`config.mk`:
```
export PLATFORM = sky130hd
export DESIGN_NAME = reset_sequence_controller
export DESIGN_NICKNAME = d
export VERILOG_FILES = /design/src/logic/reset_seq_pkg.sv /design/src/logic/seq_timer.sv /design/src/logic/reset_sequence_controller.sv
export SDC_FILE = /design/constraint.sdc
export NUM_CORES = 1
export LEC_CHECK = 0
export BUFFER_PORTS_ARGS = -buffer_cell sky130_fd_sc_hd__buf_2
export CAP_MARGIN = 20
export CORE_UTILIZATION = 25
export DETAILED_ROUTE_END_ITERATION = 10
export SYNTH_ARGS = -nofsm -noshare
export SYNTH_HDL_FRONTEND = slang
export SYNTH_SLANG_ARGS = --single-unit
```
`constraint.sdc`:
```
create_clock -name clk -period 2.35 [get_ports clk]
set_input_delay 0.1175 -clock clk [delete_from_list [all_inputs] [get_ports clk]]
set_output_delay 0.1175 -clock clk [all_outputs]
set_load 0.005 [all_outputs]
```
`src/logic/reset_seq_pkg.sv`:
```
package reset_seq_pkg;

  localparam int CLK_HZ = 25_000_000;
  localparam int CNT_W = 21;
  localparam int N_FUNC = 4;
  localparam int N_ASYNC = 5;

  // Durations, typical figures, in their printed units
  localparam int DESTR_ST_TIME_MS = 60;
  localparam int DESTR_PLAIN_TIME_US = 400;
  localparam int EXT_LONG_TIME_MS = 60;
  localparam int FUNC_LONG_TIME_US = 300;
  localparam int FUNC_SHORT_TIME_US = 3;

  localparam int DESTR_ST_CYCLES = DESTR_ST_TIME_MS * (CLK_HZ / 1000);
  localparam int DESTR_PLAIN_CYCLES = DESTR_PLAIN_TIME_US * (CLK_HZ / 1_000_000);
  localparam int EXT_LONG_CYCLES = EXT_LONG_TIME_MS * (CLK_HZ / 1000);
  localparam int FUNC_LONG_CYCLES = FUNC_LONG_TIME_US * (CLK_HZ / 1_000_000);
  localparam int FUNC_SHORT_CYCLES = FUNC_SHORT_TIME_US * (CLK_HZ / 1_000_000);

  // Register offsets (byte addresses)
  localparam logic [7:0] OFS_PIN_DRIVE = 8'h00;
  localparam logic [7:0] OFS_LENGTH_CFG = 8'h04;
  localparam logic [7:0] OFS_STATUS = 8'h08;

  // Field positions
  localparam int LEN_PIN_SHORT_BIT = 4;
  localparam int ST_KIND_LSB = 0;
  localparam int ST_STATE_LSB = 4;
  localparam int ST_DRIVE_BIT = 8;
  localparam int ST_PIN_BIT = 9;
  localparam int ST_REG_MODE_BIT = 10;

  // Reset values
  localparam logic [N_FUNC-1:0] PIN_DRIVE_RST = 4'h0;
  localparam logic [N_FUNC-1:0] FUNC_LONG_RST = 4'hf;
  localparam logic PIN_SHORT_RST = 1'b0;
  // Async input order: 0 pin, 1 supervisor_n, 2 low-volt, 3 high-volt, 4 regulator mode
  localparam logic [N_ASYNC-1:0] SYNC_RST = 5'h03;

  typedef enum logic [2:0] {
    KIND_DESTR_SELFTEST = 3'b000,
    KIND_DESTR_PLAIN = 3'b001,
    KIND_EXT_LONG = 3'b010,
    KIND_FUNC_LONG = 3'b011,
    KIND_FUNC_SHORT = 3'b100
  } seq_kind_e;

  typedef enum logic [1:0] {
    ST_LAUNCH = 2'b00,
    ST_SEQ = 2'b01,
    ST_FINAL = 2'b10,
    ST_RUN = 2'b11
  } seq_state_e;

endpackage

```
`src/logic/seq_timer.sv`:
```
`timescale 1ns/1ns
`default_nettype none
module seq_timer (
  input wire logic clk,
  input wire logic srst,
  input wire logic load,
  input wire logic [reset_seq_pkg::CNT_W-1:0] load_val,
  output logic expired
);

  logic [reset_seq_pkg::CNT_W-1:0] cnt_q;
  logic run_q;
  logic last_w;

  assign last_w = (cnt_q == '0);

  // Expired rises exactly load_val+1 edges after load
  always_ff @(posedge clk) begin
    if (srst) begin
      cnt_q <= '0;
      run_q <= 1'b0;
      expired <= 1'b0;
    end else if (load) begin
      cnt_q <= load_val;
      run_q <= 1'b1;
      expired <= 1'b0;
    end else if (run_q) begin
      if (last_w) begin
        run_q <= 1'b0;
        expired <= 1'b1;
      end else begin
        cnt_q <= cnt_q - 1'b1;
      end
    end
  end

endmodule
`default_nettype wire

```
`src/logic/reset_sequence_controller.sv`:
```
// Implementation choices: the plain strobed port and the placing of the registers.
`timescale 1ns/1ns
`default_nettype none
// What this block does
// - Destructive sequence with self-test lasts 50 to 70 ms; 60 ms chosen.
// - Destructive sequence without self-test lasts 40 to 1000 us; 400 us chosen.
// - External long sequence with self-test lasts 50 to 70 ms; 60 ms chosen.
// - Functional long sequence lasts 40 to 600 us; 300 us chosen.
// - Functional short sequence lasts 1 to 10 us; 3 us chosen.
// - Sequence ends on entry to default run mode, first fetch allowed.
// - Reset pin is only pulled low; outside pullup makes the high level.
// - Pin held low externally keeps the device in the final reset phase.
// - Functional sequences drive the pin only if the source's drive enable is set.
// - Low or high voltage detectors start only destructive sequences.
// - Supervisor reset input starts destructive sequence in external regulator mode only.
// - Pin assertion starts a sequence only when running with pin released before.
// - Pin trigger: long plus self-test external long; long functional long; short functional short.
// - Functional sources start functional long or short per their own setting.
// - Pin level never gates or aborts destructive sequences, only extends them.
// - Self-test choice comes from nonvolatile shadow configuration input.
module reset_sequence_controller #(
  parameter int DESTR_ST_CYC = reset_seq_pkg::DESTR_ST_CYCLES,
  parameter int DESTR_PLAIN_CYC = reset_seq_pkg::DESTR_PLAIN_CYCLES,
  parameter int EXT_LONG_CYC = reset_seq_pkg::EXT_LONG_CYCLES,
  parameter int FUNC_LONG_CYC = reset_seq_pkg::FUNC_LONG_CYCLES
) (
  input wire logic clk,
  input wire logic srst,
  // Reset pin, open drain
  input wire logic reset_pin_i,
  output logic reset_pin_o,
  output logic reset_pin_oe_n,
  // Supervisor reset, active low
  input wire logic reset_sup_n,
  input wire logic low_voltage_detector,
  input wire logic high_voltage_detector,
  // High selects external voltage regulator mode
  input wire logic voltage_regulator_mode,
  // Shadow configuration: self-test enabled
  input wire logic selftest_cfg,
  input wire logic [reset_seq_pkg::N_FUNC-1:0] func_trig,
  output logic default_run_mode,
  output logic final_reset_phase,
  output logic [2:0] seq_kind,
  // Register port
  input wire logic [7:0] reg_addr,
  input wire logic [31:0] reg_wdata,
  input wire logic reg_wr,
  input wire logic reg_rd,
  output logic [31:0] reg_rdata
);

  ////////////////////////////////////////////////////////////////////////////
  // Input synchronisers

  logic [reset_seq_pkg::N_ASYNC-1:0] async_w;
  logic [reset_seq_pkg::N_ASYNC-1:0] sync1_q;
  logic [reset_seq_pkg::N_ASYNC-1:0] sync2_q;

  assign async_w = {voltage_regulator_mode, high_voltage_detector, low_voltage_detector,
                    reset_sup_n, reset_pin_i};

  genvar gi;
  generate
    for (gi = 0; gi < reset_seq_pkg::N_ASYNC; gi++) begin : g_sync
      always_ff @(posedge clk) begin
        if (srst) begin
          sync1_q[gi] <= reset_seq_pkg::SYNC_RST[gi];
          sync2_q[gi] <= reset_seq_pkg::SYNC_RST[gi];
        end else begin
          sync1_q[gi] <= async_w[gi];
          sync2_q[gi] <= sync1_q[gi];
        end
      end
    end
  endgenerate

  logic pin_s;
  logic sup_n_s;
  logic low_volt_s;
  logic high_volt_s;
  logic ext_reg_mode_s;

  assign pin_s = sync2_q[0];
  assign sup_n_s = sync2_q[1];
  assign low_volt_s = sync2_q[2];
  assign high_volt_s = sync2_q[3];
  assign ext_reg_mode_s = sync2_q[4];

  ////////////////////////////////////////////////////////////////////////////
  // Registers

  logic [reset_seq_pkg::N_FUNC-1:0] reset_pin_drive_enable_reg_q;
  logic [reset_seq_pkg::N_FUNC-1:0] func_long_cfg_q;
  logic pin_short_cfg_q;

  logic wr_drive_w;
  logic wr_len_w;
  logic rd_drive_w;
  logic rd_len_w;
  logic rd_stat_w;

  assign wr_drive_w = reg_wr && (reg_addr == reset_seq_pkg::OFS_PIN_DRIVE);
  assign wr_len_w = reg_wr && (reg_addr == reset_seq_pkg::OFS_LENGTH_CFG);
  assign rd_drive_w = reg_rd && (reg_addr == reset_seq_pkg::OFS_PIN_DRIVE);
  assign rd_len_w = reg_rd && (reg_addr == reset_seq_pkg::OFS_LENGTH_CFG);
  assign rd_stat_w = reg_rd && (reg_addr == reset_seq_pkg::OFS_STATUS);

  always_ff @(posedge clk) begin
    if (srst) begin
      reset_pin_drive_enable_reg_q <= reset_seq_pkg::PIN_DRIVE_RST;
      func_long_cfg_q <= reset_seq_pkg::FUNC_LONG_RST;
      pin_short_cfg_q <= reset_seq_pkg::PIN_SHORT_RST;
    end else begin
      if (wr_drive_w) begin
        reset_pin_drive_enable_reg_q <= reg_wdata[reset_seq_pkg::N_FUNC-1:0];
      end
      if (wr_len_w) begin
        func_long_cfg_q <= reg_wdata[reset_seq_pkg::N_FUNC-1:0];
        pin_short_cfg_q <= reg_wdata[reset_seq_pkg::LEN_PIN_SHORT_BIT];
      end
    end
  end

  ////////////////////////////////////////////////////////////////////////////
  // Trigger decode

  reset_seq_pkg::seq_state_e state_q;
  reset_seq_pkg::seq_state_e state_d;
  reset_seq_pkg::seq_kind_e kind_q;
  reset_seq_pkg::seq_kind_e kind_d;
  logic drive_q;
  logic drive_d;
  logic pin_prev_q;

  logic destr_trig_w;
  logic pin_fall_w;
  logic func_any_w;
  logic [1:0] func_idx_w;
  logic func_long_w;
  logic func_drive_w;
  logic running_w;

  assign running_w = (state_q == reset_seq_pkg::ST_RUN);
  // Supervisor input ignored with internal regulator
  assign destr_trig_w = low_volt_s || high_volt_s || (ext_reg_mode_s && !sup_n_s);
  // Only a fall seen while running and released counts
  assign pin_fall_w = running_w && pin_prev_q && !pin_s;
  assign func_any_w = |func_trig;

  // Lowest numbered functional source wins
  always_comb begin
    func_idx_w = 2'd0;
    for (int i = reset_seq_pkg::N_FUNC - 1; i >= 0; i--) begin
      if (func_trig[i]) begin
        func_idx_w = 2'(i);
      end
    end
  end

  assign func_long_w = func_long_cfg_q[func_idx_w];
  assign func_drive_w = reset_pin_drive_enable_reg_q[func_idx_w];

  ////////////////////////////////////////////////////////////////////////////
  // Duration timer

  logic tmr_load_w;
  logic tmr_expired_w;
  logic [reset_seq_pkg::CNT_W-1:0] tmr_val_w;
  logic [reset_seq_pkg::CNT_W-1:0] cyc_w;

  always_comb begin
    case (kind_d)
      reset_seq_pkg::KIND_DESTR_SELFTEST: cyc_w = reset_seq_pkg::CNT_W'(DESTR_ST_CYC);
      reset_seq_pkg::KIND_DESTR_PLAIN: cyc_w = reset_seq_pkg::CNT_W'(DESTR_PLAIN_CYC);
      reset_seq_pkg::KIND_EXT_LONG: cyc_w = reset_seq_pkg::CNT_W'(EXT_LONG_CYC);
      reset_seq_pkg::KIND_FUNC_LONG: cyc_w = reset_seq_pkg::CNT_W'(FUNC_LONG_CYC);
      reset_seq_pkg::KIND_FUNC_SHORT: begin
        cyc_w = reset_seq_pkg::CNT_W'(reset_seq_pkg::FUNC_SHORT_CYCLES);
      end
      default: cyc_w = reset_seq_pkg::CNT_W'(DESTR_ST_CYC);
    endcase
  end

  // Loaded with N-2: one cycle of load plus N-1 countdown edges
  assign tmr_val_w = cyc_w - reset_seq_pkg::CNT_W'(2);
  assign tmr_load_w = (state_d == reset_seq_pkg::ST_SEQ) && (state_q != reset_seq_pkg::ST_SEQ);

  seq_timer u_timer (
    .clk(clk),
    .srst(srst),
    .load(tmr_load_w),
    .load_val(tmr_val_w),
    .expired(tmr_expired_w)
  );

  ////////////////////////////////////////////////////////////////////////////
  // Sequencer

  always_comb begin
    state_d = state_q;
    kind_d = kind_q;
    drive_d = drive_q;
    if (destr_trig_w) begin
      // Restart from the top while any destructive source is active
      state_d = reset_seq_pkg::ST_LAUNCH;
      drive_d = 1'b1;
    end else begin
      case (state_q)
        reset_seq_pkg::ST_LAUNCH: begin
          // Self-test choice from shadow configuration
          kind_d = selftest_cfg ? reset_seq_pkg::KIND_DESTR_SELFTEST
                                : reset_seq_pkg::KIND_DESTR_PLAIN;
          drive_d = 1'b1;
          state_d = reset_seq_pkg::ST_SEQ;
        end
        reset_seq_pkg::ST_SEQ: begin
          // Pin level not looked at here
          if (tmr_expired_w) begin
            state_d = reset_seq_pkg::ST_FINAL;
            drive_d = 1'b0;
          end
        end
        reset_seq_pkg::ST_FINAL: begin
          // Held low outside: stay until released
          if (pin_s) begin
            state_d = reset_seq_pkg::ST_RUN;
          end
        end
        reset_seq_pkg::ST_RUN: begin
          if (pin_fall_w) begin
            state_d = reset_seq_pkg::ST_SEQ;
            if (pin_short_cfg_q) begin
              kind_d = reset_seq_pkg::KIND_FUNC_SHORT;
              drive_d = 1'b0;
            end else if (selftest_cfg) begin
              kind_d = reset_seq_pkg::KIND_EXT_LONG;
              drive_d = 1'b1;
            end else begin
              kind_d = reset_seq_pkg::KIND_FUNC_LONG;
              drive_d = 1'b0;
            end
          end else if (func_any_w) begin
            state_d = reset_seq_pkg::ST_SEQ;
            kind_d = func_long_w ? reset_seq_pkg::KIND_FUNC_LONG
                                 : reset_seq_pkg::KIND_FUNC_SHORT;
            drive_d = func_drive_w;
          end
        end
        default: begin
          state_d = reset_seq_pkg::ST_LAUNCH;
          drive_d = 1'b1;
        end
      endcase
    end
  end

  always_ff @(posedge clk) begin
    if (srst) begin
      state_q <= reset_seq_pkg::ST_LAUNCH;
      kind_q <= reset_seq_pkg::KIND_DESTR_SELFTEST;
      drive_q <= 1'b1;
      pin_prev_q <= 1'b0;
    end else begin
      state_q <= state_d;
      kind_q <= kind_d;
      drive_q <= drive_d;
      pin_prev_q <= pin_s;
    end
  end

  ////////////////////////////////////////////////////////////////////////////
  // Outputs

  // Pin only ever pulled low, never driven high
  assign reset_pin_o = 1'b0;
  assign reset_pin_oe_n = !drive_q;
  assign default_run_mode = (state_q == reset_seq_pkg::ST_RUN);
  assign final_reset_phase = (state_q == reset_seq_pkg::ST_FINAL);
  assign seq_kind = kind_q;

  logic [31:0] status_w;
  logic [31:0] rdata_d;

  assign status_w = (32'(kind_q) << reset_seq_pkg::ST_KIND_LSB)
                  | (32'(state_q) << reset_seq_pkg::ST_STATE_LSB)
                  | (32'(drive_q) << reset_seq_pkg::ST_DRIVE_BIT)
                  | (32'(pin_s) << reset_seq_pkg::ST_PIN_BIT)
                  | (32'(ext_reg_mode_s) << reset_seq_pkg::ST_REG_MODE_BIT);

  assign rdata_d = rd_drive_w ? 32'(reset_pin_drive_enable_reg_q)
                 : rd_len_w ? (32'(func_long_cfg_q)
                              | (32'(pin_short_cfg_q) << reset_seq_pkg::LEN_PIN_SHORT_BIT))
                 : rd_stat_w ? status_w
                 : 32'h0000_0000;

  // Read data stand in the cycle after each cycle with the read strobe, zero otherwise
  always_ff @(posedge clk) begin
    if (srst) begin
      reg_rdata <= 32'h0000_0000;
    end else begin
      reg_rdata <= rdata_d;
    end
  end

endmodule
`default_nettype wire

```
Word level (Yosys, flattened, before mapping)
Cells that the tools add are included.

Input port bits: 54. Bits in registers: 60. Logic and storage cells: 107.

Reductions and logical operators: 26. Add/subtract/negate cells: 2. Multiplexer cells: 38. Order comparisons: 1. Eq/ne operators: 13. Bitwise operators: 5.

Operators by type and width (number): two-way mux 21 bit (3); one-hot mux 21 bit (3 select lines) (1); two-way mux 11 bit (2); logical NOT 21 bit (1); subtractor 21 x 1 -> 21 bit (second input constant) (1); subtractor 21 x 2 -> 21 bit (second input constant) (1); two-way mux 2 bit (9); two-way mux 3 bit (5); two-way mux 1 bit (12); bitwise OR 10 x 11 -> 11 bit (1); bitwise OR 9 x 10 -> 10 bit (1); logical AND 1 bit (9); bitwise OR 6 x 9 -> 9 bit (1); equality test 8 x 3 -> 1 bit (second input constant) (1); equality test 8 x 4 -> 1 bit (second input constant) (1); logical NOT 8 bit (1); one-hot mux 2 bit (4 select lines) (1); bitwise OR 3 x 6 -> 6 bit (1); one-hot mux 3 bit (2 select lines) (1); OR reduction 2 bit (3); bitwise OR 4 x 5 -> 5 bit (1); binary-select mux 1 bit (select 2 bit) (2); equality test 2 x 1 -> 1 bit (second input constant) (2); equality test 2 bit (second input constant) (2); other kinds (17) (22).

Longest topological paths before layout
Depth in word-level cells: 15. Mapped depth: 9. Mapped depth without buffers: 8.

Modules after synthesis
A second synthesis with hierarchy kept.

Cell total of the unflattened synthesis: 372. Area total of the unflattened synthesis: 3265.6 um^2.

Modules (own cells, without submodules): reset_sequence_controller (seq. area each 700.7 um^2, cells an instance 216, area each 1853.0 um^2, times used 1); seq_timer (seq. area each 460.4 um^2, cells an instance 156, area each 1412.6 um^2, times used 1).

Worst setup path before layout
No wires, ideal clock.

Path kind: register to register. Start: register state_q[0]. End: register u_timer.cnt_q[9] (netlist bit). Arrival: 2.407 ns. Setup time: 0.116 ns. Stages on the path, launching flop included: 8. Required time: 2.234 ns. Slack: -0.173 ns. Path through: dfxtp_1 > inv_1 > ha_1 > or4_1 > a211oi_1 > a211oi_2 > nor4_4 > and3b_1.

Longest elaborated chain between the ends: 10. Elaborated cells between the ends (all ways): 27. Classes of those cells: add/sub (1); eq/ne (9); mux (11); reduce/logical (6).

RTL lines: from (decl) (RTL line reset_sequence_controller.sv:128) `reset_seq_pkg::seq_state_e state_q;`; from (signal assigned) (RTL line reset_sequence_controller.sv:260) `state_q <= reset_seq_pkg::ST_LAUNCH;`; from (signal assigned) (RTL line reset_sequence_controller.sv:265) `state_q <= state_d;`; equality test 2 bit (RTL line reset_sequence_controller.sv:144, reset_sequence_controller.sv:209); logical AND 1 bit (2 in a row) (RTL line reset_sequence_controller.sv:148) `assign pin_fall_w = running_w && pin_prev_q && !pin_s;`; two-way mux 3 bit or two-way mux 2 bit (tied branches) (RTL line reset_sequence_controller.sv:231) `if (pin_fall_w) begin`; one-hot mux 3 bit (2 select lines) or one-hot mux 2 bit (4 select lines) (tied branches) (RTL line reset_sequence_controller.sv:209) `case (state_q)`; two-way mux 3 bit or two-way mux 2 bit (tied branches) (RTL line reset_sequence_controller.sv:204) `if (destr_trig_w) begin`; equality test 3 bit, or another cell as far along (RTL line reset_sequence_controller.sv:173) `case (kind_d)`; one-hot mux 21 bit (3 select lines) or logical AND 1 bit (tied branches) (RTL line reset_sequence_controller.sv:173, reset_sequence_controller.sv:187); subtractor 21 x 2 -> 21 bit, or another cell as far along (RTL line reset_sequence_controller.sv:186) `assign tmr_val_w = cyc_w - reset_seq_pkg::CNT_W'(2);`; two-way mux 21 bit or AND reduction 2 bit (tied branches); to (signal assigned) (RTL line seq_timer.sv:24) `cnt_q <= load_val;`; to (signal assigned) (RTL line seq_timer.sv:32) `cnt_q <= cnt_q - 1'b1;`; to (decl) (RTL line seq_timer.sv:11) `logic [reset_seq_pkg::CNT_W-1:0] cnt_q;`.

Parallel ways exist; a longest one is shown, timed or not. A chain may end at the register's enable or synchronous reset.

Final worst setup path
Ends and elaborated chain as after synthesis.

==> flow_summary.yaml <==
yosys:
  synth-seq-cells: 58
  netlist.area_leader.share_pct: 37.7
  avgSynthCellArea_um2: 8.86
  synth_edf_count: 0
  synth_cell_types: 60
  yosysTopAreaCell: "dfxtp_1"
  async_flop_share_pct: 0
  synthCells: 348
  ys_seq_area_share_pct: 37.7
  synthFlopType: "dfxtp_1"
  synth_area_leaders: "dfxtp_1 (38%), buf_4 (5.8%), nor2_1 (3.8%), nor3_1 (3.4%), ha_1 (2.8%)"
  synthesis.area_mm2: 0.00308
  ys_warn_count: 0
clock_network:
  cts.clk_slew.worst_paths_ps: 50
  cts_tree: "yes"
  cts.path.max_buffers: 2
  htreeDepth: 3
  cts_buffers: 9
  clk_latency_ps: 320
  cts_num_sinks: 58
  cts_root_buf: "clkbuf_16"
die:
  dieArea_mm2: 0.0128
  start_util_pct: 25.7
  fp.coreArea_mm2: 0.0120
  rows: 40
  fp.dieH_um: 113
  ioPinCount: 93
  fp.dieW_um: 113
global_route:
  groute.usage.overall_pct: 11.9
  grt_pass1_wl_um: 12100
  grt_max_degree: 48
  grt_pass1_vias: 2541
  grt_remaining_overflow: 0
  antenna_found_initial: 0
flow_run:
  cap_viol_max_count: 0
drt:
  antenna_left: 0
  wl_per_cell_um: 12.7
  drc: 0
  vias_per_cell: 4.78
  wirelength_um: 7370
  first_pass_iters: 4
  vias: 2771
  drt_iter0_markers: 173
sta:
  period_needed_ps: 2250
  slew_viol_final: 0
  slew-limit-headroom_pct: 43.1
  setup_violations: 0
  fmax_mhz: 444
  max_slew.worst_pin.slew_ps: 853
  period_share_pct: 95.9
  hold_viol: 0
  clock_skew_ps: 8.61
setup_path:
  crit_arrival_ps: 2470
  path_cells: "inv_2 > ha_4 > or4_4 > a21o_1 > a32oi_4 > buf_4 > nand4_1 > and3b_1"
  critPathSlowestCell: "or4_4"
  cp_top_family: "simple AND/OR/NAND/NOR gates"
  worst_setup_path_start_kind: "flip-flop"
  critPathBufInv: 2
  crit_type: "reg2reg"
  crit_required_ps: 2560
  endpoint_kind: "flip-flop"
  cp_max_fo: 6
  max_stage_delay_ps: 520
finish:
  diodes: 0
  design_area_mm2: 0.00406
  nets: 489
  areaGrowthSynthToFinish_pct: 31.6
  drive_above_1_share_pct: 29.8
outcome:
  status: "finished clean"
power:
  p_leak_nw: 1.67
  peakVddDrop_mv: 0.339
  power_mw: 2.97
  p_per_area_mw_per_mm2: 733
placement:
  place_hpwl_um: 5370
  placed_area_mm2: 0.00364
  gp_congestion: 0.880
  port_buffers: 41
min_path:
  min_path_type: "in2reg"
## placed cells by master (no fill, tap or decap), types with 3 or more instances in the layout
| cell | instances |
|---|---|
| conb_1 | 24 |
| nand3_1 | 3 |
| nor2b_1 | 14 |
| ha_1 | 3 |
| buf_6 | 3 |
| and2_1 | 5 |
| nor2_1 | 30 |
| nor3b_1 | 4 |
| o22ai_1 | 7 |
| or3_1 | 5 |
| nand2b_1 | 5 |
| a211oi_2 | 4 |
| buf_2 | 41 |
| a211o_1 | 6 |
| mux2i_1 | 8 |
| nand2_1 | 10 |
| clkbuf_16 | 9 |
| nor4_1 | 4 |
| o21ai_0 | 7 |
| nor3_1 | 18 |
| o21ai_1 | 3 |
| nor3_2 | 4 |
| inv_1 | 13 |
| dfxtp_1 | 56 |
| a22oi_1 | 4 |
| xor2_1 | 9 |
| a21oi_1 | 12 |
| or4_1 | 4 |
| xnor2_1 | 3 |
| ha_4 | 3 |
| nand4_1 | 9 |
| a211oi_1 | 5 |
| or2_2 | 5 |
| nand4b_1 | 4 |
| buf_4 | 36 |
## path summary, 6_finish.rpt
kind         depth (start not counted)                  from               end  slack [ps]
max                                  8            state_q[0]  u_timer.cnt_q[9]         100
min                                  2  low_voltage_detector        sync1_q[2]          10
max reg2reg                          8            state_q[0]  u_timer.cnt_q[9]         100
min reg2reg                          1            sync1_q[0]             pin_s         410
## layout make-up
class                   instances  area (um2)
clock buffers                  11         233
clock inverters                 5        55.1
fillers                      1235        7960
inverters                      15        56.3
multi-input cells             262        1840
flip-flops and latches         58        1160
well taps                     147         184
repair buffers                 82         529
## registers in the layout (all words and copies together), names as in the netlist, 2 cells and up
signal,flops
seq_kind,3
reset_pin_drive_enable_reg_q,4
func_long_cfg_q,4
sync1_q,5
reg_rdata,9
u_timer.cnt_q,21
state_q,2
## through the flow
stage	setup TNS [ps]	worst slack (ps)	cells	hold WS, ps	util, %
finish	0	97.3	580	11.4	33.8
global route	-31.3	-21.1	580	23.2	33.8
CTS	0	15.0	580	5.74	33.1
detailed placement	-21.8	-20.2	560	302	30.3
global placement	-15.6	-15.6	560	302	30.3
floorplan	0	43.4	371	221	-
## cell families after synthesis
family	count (synthesis)	synth area share, %
xor gates and xnor gates	12	3.41
other	1	0.122
DFF	58	37.7
muxes	9	3.33
adders and majority gates	7	2.84
and+or+nand+nor	140	26.6
buffers and inverters	51	9.25
AOI/OAI and AO/OA	70	16.8
## report_power, final
part	switching [mW]	internal, mW	total, mW	leakage [nW]
clock network	0.437	0.815	1.25	0.136
logic	0.328	0.267	0.595	1.05
registers	0.0710	1.05	1.13	0.476
total	0.836	2.14	2.97	1.67
## Yosys cell counts (7+ instances only)
library cell,number
mux2i_1,8
nor2b_1,14
nor3_1,21
buf_4,24
nand4_1,9
xor2_1,9
a21oi_1,12
dfxtp_1,58
ha_1,7
inv_1,15
nor2_1,31
nand2_1,11
o21ai_0,7
o22ai_1,7
clkbuf_1,9
a211oi_1,7
## layer usage
metal,global-route usage [%],wire (um)
met2,19.2,3500
met3,3.59,410
met5,0,0
met1,15.1,3430
met4,4.21,25
## timing repair
| item | CTS | global route |
|---|---|---|
| hold buffers | 2 | 0 |
| buffers inserted | 2 | 0 |
| setup endpoints to repair | 7 | 20 |
| gates cloned | 0 | 0 |
| resized for setup | 1 | 20 |
| hold endpoints to repair | 2 | 0 |
| pin swaps | 4 | 7 |
## worst reg2reg max path, delay by kind of cell (launching register included)
kind	cells	cell delay (ps)
buffers and inverters	2	250
AND/OR/NAND/NOR	3	790
AO/OA/AOI/OAI	2	530
adder cells (fa/ha/maj)	1	240
flip-flops	1	340
Note: power is estimated with default switching activity, not from simulation.
